<file path="src/phy_tuning_pkg.sv">
// Shared constants and carrier types for the PHY tuning override bank.
// Assumes byte offsets in configuration space and 4-bit tuning fields.
package phy_tuning_pkg;

    // Ports and field geometry
    localparam int MAX_PORTS = 4;
    localparam int FIELD_W = 4;
    localparam int CFG_ADDR_W = 12;
    localparam int CFG_DATA_W = 32;
    localparam int CFG_BE_W = CFG_DATA_W / 8;

    // Register byte offsets
    localparam logic [CFG_ADDR_W-1:0] AMP_EMPH_OFFSET = 12'h0e4;
    localparam logic [CFG_ADDR_W-1:0] EQUALIZER_OFFSET = 12'h0e8;
    localparam logic [CFG_ADDR_W-1:0] REPLACE_OFFSET = 12'h0ec;

    // Reset values
    localparam logic [CFG_DATA_W-1:0] AMP_EMPH_RESET = 32'h0000_0000;
    localparam logic [CFG_DATA_W-1:0] EQUALIZER_RESET = 32'h0000_0000;
    localparam logic [CFG_DATA_W-1:0] REPLACE_RESET = 32'h0000_0000;
    localparam logic [CFG_DATA_W-1:0] UNMAPPED_READ = 32'h0000_0000;

    // Only implemented bits of the override register can hold a one
    localparam logic [CFG_DATA_W-1:0] REPLACE_WRITABLE = 32'h0707_0707;

    // Swing and de-emphasis register field positions
    localparam int P4_AMP_LSB = 28;
    localparam int P4_EMPH_LSB = 24;
    localparam int P3_AMP_LSB = 20;
    localparam int P3_EMPH_LSB = 16;
    localparam int P2_AMP_LSB = 12;
    localparam int P2_EMPH_LSB = 8;
    localparam int P1_AMP_LSB = 4;
    localparam int P1_EMPH_LSB = 0;

    // Equalizer register field positions
    localparam int P4_EQ_INIT_LSB = 28;
    localparam int P4_EQ_FUNC_LSB = 24;
    localparam int P3_EQ_INIT_LSB = 20;
    localparam int P3_EQ_FUNC_LSB = 16;
    localparam int P2_EQ_INIT_LSB = 12;
    localparam int P2_EQ_FUNC_LSB = 8;
    localparam int P1_EQ_INIT_LSB = 4;
    localparam int P1_EQ_FUNC_LSB = 0;

    // Override register bit positions
    localparam int P4_EQ_REPLACE_BIT = 26;
    localparam int P4_AMP_REPLACE_BIT = 25;
    localparam int P4_EMPH_REPLACE_BIT = 24;
    localparam int P3_EQ_REPLACE_BIT = 18;
    localparam int P3_AMP_REPLACE_BIT = 17;
    localparam int P3_EMPH_REPLACE_BIT = 16;
    localparam int P2_EQ_REPLACE_BIT = 10;
    localparam int P2_AMP_REPLACE_BIT = 9;
    localparam int P2_EMPH_REPLACE_BIT = 8;
    localparam int P1_EQ_REPLACE_BIT = 2;
    localparam int P1_AMP_REPLACE_BIT = 1;
    localparam int P1_EMPH_REPLACE_BIT = 0;

    // One port's set of PHY lane controls
    typedef struct packed {
        logic [FIELD_W-1:0] tx_amplitude;
        logic [FIELD_W-1:0] emphasis;
        logic [FIELD_W-1:0] eq_initial;
        logic [FIELD_W-1:0] eq_functional;
    } phy_tuning_s;

    // One port's override selectors
    typedef struct packed {
        logic equalization;
        logic tx_amplitude;
        logic emphasis;
    } replace_s;

    // Configuration access request
    typedef struct packed {
        logic req;
        logic write;
        logic [CFG_ADDR_W-1:0] addr;
        logic [CFG_BE_W-1:0] be;
        logic [CFG_DATA_W-1:0] wdata;
    } cfg_req_s;

    // All state of the register bank
    typedef struct packed {
        logic [CFG_DATA_W-1:0] amp_emph;
        logic [CFG_DATA_W-1:0] equalizer;
        logic [CFG_DATA_W-1:0] replace;
        logic [CFG_DATA_W-1:0] rdata;
        logic ack;
    } bank_state_s;

endpackage

</file>
<file path="src/usb3_phy_tuning_override_regs.sv">
// Override bank for SuperSpeed PHY transmit swing, de-emphasis and
// receiver equalization of up to four ports, in configuration space.
// Assumes a one-cycle configuration request strobe on i_core_clk and
// built-in default settings supplied as levels per port.
`timescale 1ns/1ns
module usb3_phy_tuning_override_regs
    import phy_tuning_pkg::*;
#(
    parameter int PORT_COUNT = 4
) (
    // Clock and resets
    input wire logic i_core_clk,
    input wire logic i_reset,
    input wire logic i_link_side_reset,
    input wire logic i_global_chip_reset,
    // Configuration access
    input wire logic i_cfg_req,
    input wire logic i_cfg_write,
    input wire logic [CFG_ADDR_W-1:0] i_cfg_addr,
    input wire logic [CFG_BE_W-1:0] i_cfg_be,
    input wire logic [CFG_DATA_W-1:0] i_cfg_wdata,
    output logic o_cfg_ack,
    output logic [CFG_DATA_W-1:0] o_cfg_rdata,
    // Built-in settings per port, port 1 at index 0
    input wire phy_tuning_s [MAX_PORTS-1:0] i_default_tuning,
    // Settings presented to the PHY lanes, port 1 at index 0
    output phy_tuning_s [MAX_PORTS-1:0] o_phy_tuning
);

    // Address match, shared by the write and read paths
    function automatic logic hits(input logic [CFG_ADDR_W-1:0] addr,
                                  input logic [CFG_ADDR_W-1:0] offset);
        hits = (addr[CFG_ADDR_W-1:2] == offset[CFG_ADDR_W-1:2]);
    endfunction

    // Byte-enable merge of a write into a stored word
    function automatic logic [CFG_DATA_W-1:0] merge_bytes(
        input logic [CFG_DATA_W-1:0] old_word,
        input logic [CFG_DATA_W-1:0] new_word,
        input logic [CFG_BE_W-1:0] be);
        logic [CFG_DATA_W-1:0] result;
        result = old_word;
        for (int b = 0; b < CFG_BE_W; b++) begin
            if (be[b]) begin
                result[b*8 +: 8] = new_word[b*8 +: 8];
            end
        end
        merge_bytes = result;
    endfunction

    // Four-bit field taken from a register word
    function automatic logic [FIELD_W-1:0] field_at(input logic [CFG_DATA_W-1:0] word,
                                                    input int lsb);
        field_at = word[lsb +: FIELD_W];
    endfunction

    cfg_req_s cfg;
    bank_state_s state_q;
    bank_state_s state_d;
    logic bank_reset;
    logic write_amp_emph;
    logic write_equalizer;
    logic write_replace;
    phy_tuning_s [MAX_PORTS-1:0] programmed;
    replace_s [MAX_PORTS-1:0] replace;

    // Request gathered into one carrier
    assign cfg.req = i_cfg_req;
    assign cfg.write = i_cfg_write;
    assign cfg.addr = i_cfg_addr;
    assign cfg.be = i_cfg_be;
    assign cfg.wdata = i_cfg_wdata;

    // Link, global and power-on resets act alike
    reset_merge u_reset_merge (
        .i_power_on_reset(i_reset),
        .i_link_side_reset(i_link_side_reset),
        .i_global_chip_reset(i_global_chip_reset),
        .o_bank_reset(bank_reset)
    );

    // Write strobes per register
    assign write_amp_emph = cfg.req & cfg.write & hits(cfg.addr, AMP_EMPH_OFFSET);
    assign write_equalizer = cfg.req & cfg.write & hits(cfg.addr, EQUALIZER_OFFSET);
    assign write_replace = cfg.req & cfg.write & hits(cfg.addr, REPLACE_OFFSET);

    // Next state: register writes, read capture and acknowledge
    always_comb begin
        state_d = state_q;
        state_d.ack = cfg.req;
        if (write_amp_emph) begin
            state_d.amp_emph = merge_bytes(state_q.amp_emph, cfg.wdata, cfg.be);
        end
        if (write_equalizer) begin
            state_d.equalizer = merge_bytes(state_q.equalizer, cfg.wdata, cfg.be);
        end
        if (write_replace) begin
            state_d.replace = merge_bytes(state_q.replace, cfg.wdata, cfg.be)
                              & REPLACE_WRITABLE;
        end
        if (cfg.req && !cfg.write) begin
            if (hits(cfg.addr, AMP_EMPH_OFFSET)) begin
                state_d.rdata = state_q.amp_emph;
            end else if (hits(cfg.addr, EQUALIZER_OFFSET)) begin
                state_d.rdata = state_q.equalizer;
            end else if (hits(cfg.addr, REPLACE_OFFSET)) begin
                state_d.rdata = state_q.replace & REPLACE_WRITABLE;
            end else begin
                state_d.rdata = UNMAPPED_READ;
            end
        end
    end

    // State register with merged synchronous reset
    always_ff @(posedge i_core_clk) begin
        if (bank_reset) begin
            state_q.amp_emph <= AMP_EMPH_RESET;
            state_q.equalizer <= EQUALIZER_RESET;
            state_q.replace <= REPLACE_RESET;
            state_q.rdata <= UNMAPPED_READ;
            state_q.ack <= 1'b0;
        end else begin
            state_q <= state_d;
        end
    end

    // Access answer straight from flip-flops
    assign o_cfg_ack = state_q.ack;
    assign o_cfg_rdata = state_q.rdata;

    // Programmed port 4 values
    assign programmed[3].eq_initial = field_at(state_q.equalizer, P4_EQ_INIT_LSB);
    assign programmed[3].eq_functional = field_at(state_q.equalizer, P4_EQ_FUNC_LSB);
    assign programmed[3].tx_amplitude = field_at(state_q.amp_emph, P4_AMP_LSB);
    assign programmed[3].emphasis = field_at(state_q.amp_emph, P4_EMPH_LSB);

    // Programmed port 3 values
    assign programmed[2].eq_initial = field_at(state_q.equalizer, P3_EQ_INIT_LSB);
    assign programmed[2].eq_functional = field_at(state_q.equalizer, P3_EQ_FUNC_LSB);
    assign programmed[2].tx_amplitude = field_at(state_q.amp_emph, P3_AMP_LSB);
    assign programmed[2].emphasis = field_at(state_q.amp_emph, P3_EMPH_LSB);

    // Programmed port 2 values
    assign programmed[1].eq_initial = field_at(state_q.equalizer, P2_EQ_INIT_LSB);
    assign programmed[1].eq_functional = field_at(state_q.equalizer, P2_EQ_FUNC_LSB);
    assign programmed[1].tx_amplitude = field_at(state_q.amp_emph, P2_AMP_LSB);
    assign programmed[1].emphasis = field_at(state_q.amp_emph, P2_EMPH_LSB);

    // Programmed port 1 values
    assign programmed[0].eq_initial = field_at(state_q.equalizer, P1_EQ_INIT_LSB);
    assign programmed[0].eq_functional = field_at(state_q.equalizer, P1_EQ_FUNC_LSB);
    assign programmed[0].tx_amplitude = field_at(state_q.amp_emph, P1_AMP_LSB);
    assign programmed[0].emphasis = field_at(state_q.amp_emph, P1_EMPH_LSB);

    // Port 4 override selectors
    assign replace[3].equalization = state_q.replace[P4_EQ_REPLACE_BIT];
    assign replace[3].tx_amplitude = state_q.replace[P4_AMP_REPLACE_BIT];
    assign replace[3].emphasis = state_q.replace[P4_EMPH_REPLACE_BIT];

    // Port 3 override selectors
    assign replace[2].equalization = state_q.replace[P3_EQ_REPLACE_BIT];
    assign replace[2].tx_amplitude = state_q.replace[P3_AMP_REPLACE_BIT];
    assign replace[2].emphasis = state_q.replace[P3_EMPH_REPLACE_BIT];

    // Port 2 override selectors
    assign replace[1].equalization = state_q.replace[P2_EQ_REPLACE_BIT];
    assign replace[1].tx_amplitude = state_q.replace[P2_AMP_REPLACE_BIT];
    assign replace[1].emphasis = state_q.replace[P2_EMPH_REPLACE_BIT];

    // Port 1 override selectors
    assign replace[0].equalization = state_q.replace[P1_EQ_REPLACE_BIT];
    assign replace[0].tx_amplitude = state_q.replace[P1_AMP_REPLACE_BIT];
    assign replace[0].emphasis = state_q.replace[P1_EMPH_REPLACE_BIT];

    // One selector per port; absent ports keep their defaults
    for (genvar p = 0; p < MAX_PORTS; p++) begin : g_port
        tuning_select u_tuning_select (
            .i_default(i_default_tuning[p]),
            .i_programmed(programmed[p]),
            .i_replace(replace[p]),
            .i_port_present(p < PORT_COUNT),
            .o_selected(o_phy_tuning[p])
        );
    end

endmodule

</file>
<file path="src/reset_merge.sv">
// Merges the three reset sources of the tuning bank into one.
// Assumes every source is a synchronous active-high level.
`timescale 1ns/1ns
module reset_merge (
    // Reset sources
    input wire logic i_power_on_reset,
    input wire logic i_link_side_reset,
    input wire logic i_global_chip_reset,
    // Merged reset
    output logic o_bank_reset
);

    // Any source clears the bank at the same edge
    assign o_bank_reset = i_power_on_reset | i_link_side_reset | i_global_chip_reset;

endmodule

</file>
<file path="src/tuning_select.sv">
// Chooses between built-in and programmed tuning for one port.
// Assumes both candidates are stable levels; purely combinational.
`timescale 1ns/1ns
module tuning_select
    import phy_tuning_pkg::*;
(
    // Candidate settings
    input wire phy_tuning_s i_default,
    input wire phy_tuning_s i_programmed,
    // Selection control
    input wire replace_s i_replace,
    input wire logic i_port_present,
    // Setting presented to the PHY lane
    output phy_tuning_s o_selected
);

    replace_s effective;

    // Absent ports never leave their built-in settings
    assign effective.equalization = i_replace.equalization & i_port_present;
    assign effective.tx_amplitude = i_replace.tx_amplitude & i_port_present;
    assign effective.emphasis = i_replace.emphasis & i_port_present;

    // Per-parameter choice
    always_comb begin
        o_selected = i_default;
        if (effective.equalization) begin
            o_selected.eq_initial = i_programmed.eq_initial;
            o_selected.eq_functional = i_programmed.eq_functional;
        end
        if (effective.tx_amplitude) begin
            o_selected.tx_amplitude = i_programmed.tx_amplitude;
        end
        if (effective.emphasis) begin
            o_selected.emphasis = i_programmed.emphasis;
        end
    end

endmodule

</file>
<file path="config.mk">
export PLATFORM = sky130hd
export DESIGN_NAME = usb3_phy_tuning_override_regs
export DESIGN_NICKNAME = d
export VERILOG_FILES = /design/src/phy_tuning_pkg.sv /design/src/usb3_phy_tuning_override_regs.sv /design/src/reset_merge.sv /design/src/tuning_select.sv
export SDC_FILE = /design/constraint.sdc
export NUM_CORES = 1
export LEC_CHECK = 0
export BUFFER_PORTS_ARGS = -buffer_cell sky130_fd_sc_hd__buf_2
export CORE_ASPECT_RATIO = 0.9
export CORE_MARGIN = 3
export CORE_UTILIZATION = 40
export CTS_CLUSTER_SIZE = 28
export DETAILED_ROUTE_END_ITERATION = 7
export PLACE_DENSITY = 0.68
export SLEW_MARGIN = 20
export SYNTH_ARGS = -nofsm -noshare
export SYNTH_HDL_FRONTEND = slang
export SYNTH_SLANG_ARGS = --single-unit
</file>
<file path="constraint.sdc">
create_clock -name i_core_clk -period 3.9 [get_ports i_core_clk]
set_clock_uncertainty 0.1 [all_clocks]
set_input_delay 0.78 -clock i_core_clk [delete_from_list [all_inputs] [get_ports i_core_clk]]
set_output_delay 0.78 -clock i_core_clk [all_outputs]
set_load 0.03 [all_outputs]
</file>
==> impl_metrics.yaml <==
final_layout:
  mostFrequentLayoutCells: "buf_2 (212), dfxtp_1 (109), nand2_1 (108), mux2_2 (76), mux2i_1 (76)"
  fin_util_pct: 52.2
  final_common_cell: "buf_2"
  antenna-diode-count: 0
  fin_cells: 885
  nNetsFinal: 834
  area_delta_synth_final_pct: 26.5
  drive_gt1_share_pct: 44.8
synthesis:
  synth_cell_types: 28
  syn_area_um2: 5280
  synth.top_cell.area_share_pct: 41.3
  synth-main-ff-cell: "dfxtp_1"
  syn_inst: 530
  yosysWarnings: 0
  synthTopCellsByArea: "dfxtp_1 (41%), mux2_2 (16%), mux2i_1 (14%)"
  synth.largest_area_cell: "dfxtp_1"
  synth_edf_count: 0
  syn-num-nets: 648
  synthArstFlopShare_pct: 0
  yosysSeqAreaShare_pct: 41.3
  synth_seq_cells: 109
  avgSynthCellArea_um2: 9.96
floorplan:
  dieWidth_um: 127
  io_pins: 215
  initial_utilization_pct: 41.3
  fp.coreArea_um2: 12800
  std_cell_rows: 39
  die_h_um: 115
  die_area_um2: 14600
drt:
  antenna_left: 0
  vias: 4584
  dr.pass1.iters: 4
  wl_mm: 14.8
  drt_iter0_drc: 199
  wl_per_cell_um: 16.8
  vias_per_cell: 5.18
  drc: 0
global_routing:
  grt_pass1_wl_mm: 23.1
  grt_pass1_vias: 4445
  gr-total-overflow: 0
  grt-busiest-layer: "met2"
  grt_util_met3_pct: 5.29
  gr-usage-all-layers_pct: 19.9
  grt_max_degree: 143
  grt_util_met1_pct: 26.0
  use_met2_pct: 32.8
  antenna_found_initial: 0
worst_setup_path:
  crit_path_max_incr_delay_ns: 0.62
  cp_slowest_cell: "dfxtp_1"
  required_ns: 3.02
  crit_type: "flip-flop to primary output"
  cp.arrival_ns: 1.53
  worstPathMaxFanout: 10
  crit_chain: "mux2_2 > buf_2"
  endpoint_kind: "primary output"
  startpoint_type: "flip-flop"
timing:
  period_share_pct: 61.9
  tightestPinTransition_ns: 0.947
  drv_slew: 0
  tns_ns: 0
  rsz0062_at_grt: "false"
  maxSlewHeadroom_pct: 36.7
  min_period_ns: 2.41
  timing.final.ws_setup_ns: 1.49
  timing.fmax_mhz: 414
  setup_viol: 0
  hold_viol: 0
  timing.hold.ws_ns: 0.370
power:
  pwr-share-seq_pct: 48.5
  vdd_drop_max_v: 0.000281
  power.switching_mw: 0.565
  power_frac_comb_pct: 11.5
  internal_power_mw: 1.73
  p_sw_share_pct: 24.6
  p_per_area_nw_per_um2: 343
  clockPowerShare_pct: 40.0
  p_leak_nw: 2.97
place:
  placedCellCount: 869
  dp_hpwl_mm: 10.2
  place_congestion: 0.770
  pre_cts_ws_ns: 1.22
  port_buffers: 212
job:
  cap_violations: 0
cts:
  cts_tree: "yes"
  cts_resized: 0
  cts_buffers: 9
  post_cts_buffers: 0
  clock_latency_ns: 0.35
  clockBufferDepth: 2
  htree_levels: 3
  cts.clk_slew.worst_paths_ns: 0.07
  ctsHoldBuffers: 0
  clock_sinks: 109
  clock-root-buffer: "clkbuf_16"
hold_path:
  hold_path.class: "flip-flop to flip-flop"
outcome:
  status: "complete, no violations"
[routing by layer]
| layer | vias to the layer above | share of wire [%] | routed length [µm] |
|---|---|---|---|
| met5 | - | 0 | 0 |
| met4 | 0 | 1.2 | 181 |
| met3 | 14 | 6.9 | 1030 |
| met2 | 158 | 47 | 7020 |
| met1 | 2144 | 45 | 6600 |
| li1 | 2268 | - | - |
[worst max-delay path, delay by kind of cell, from the launching register on]
family / cells / cell delay, ns
flops: 1 / 0.62
buf+inv: 1 / 0.18
mux: 1 / 0.39
[final timing paths]
path	cells after the start	start	slack, ns	to
setup / recovery	2	replace[11]	1.49	o_phy_tuning[51]
setup reg to reg	3	replace[11]	2.62	o_cfg_rdata[26]
hold / removal	2	programmed[49]	0.37	programmed[49]
hold reg to reg	2	programmed[49]	0.37	programmed[49]
[cell type report]
class	count	area (µm²)
clock buffers	11	243
repair buffers	216	1100
clock inverters	5	60.1
fillers	1199	6110
flip-flops and latches	109	2180
multi-input cells	380	2880
well taps	164	205
[registers in the layout, indices dropped and copies added (netlist names)]
signal and flops:
o_cfg_rdata 32, replace 12, programmed 64, o_cfg_ack 1
[metrics by stage]
stage	area, µm²	total power, mW
after detailed placement	6370	1.40
after global placement	6370	1.40
after CTS	6680	2.32
after global routing	6680	2.38
final	6680	2.29
after floorplan	5280	1.29
[synth_stat cells, types with 3 or more instances]
library cell  number
dfxtp_1          109
nand2_1          108
mux2_2            76
mux2i_1           76
a22oi_1           32
nand3_1           32
o21ai_0           30
clkbuf_1          25
buf_2              9
nand4_4            5
nand4_1            4
and4_4             3
nor2b_1            3
[power by group through the flow]
stage               logic (mW)  registers (mW)  clock network, mW
floorplan                0.156            1.14                  0
global placement         0.262            1.14                  0
detailed placement       0.264            1.14                  0
CTS                      0.265            1.11              0.946
global route             0.282            1.11              0.984
finish                   0.263            1.11              0.917
[logic make-up after synthesis]
logic type	synth area share, %
multiplexers	30.6
AND/OR/NAND/NOR	16.2
buffers and inverters	4.27
AO/OA/AOI/OAI	7.58
flip-flops	41.3
(Power assumes the default switching activity.)
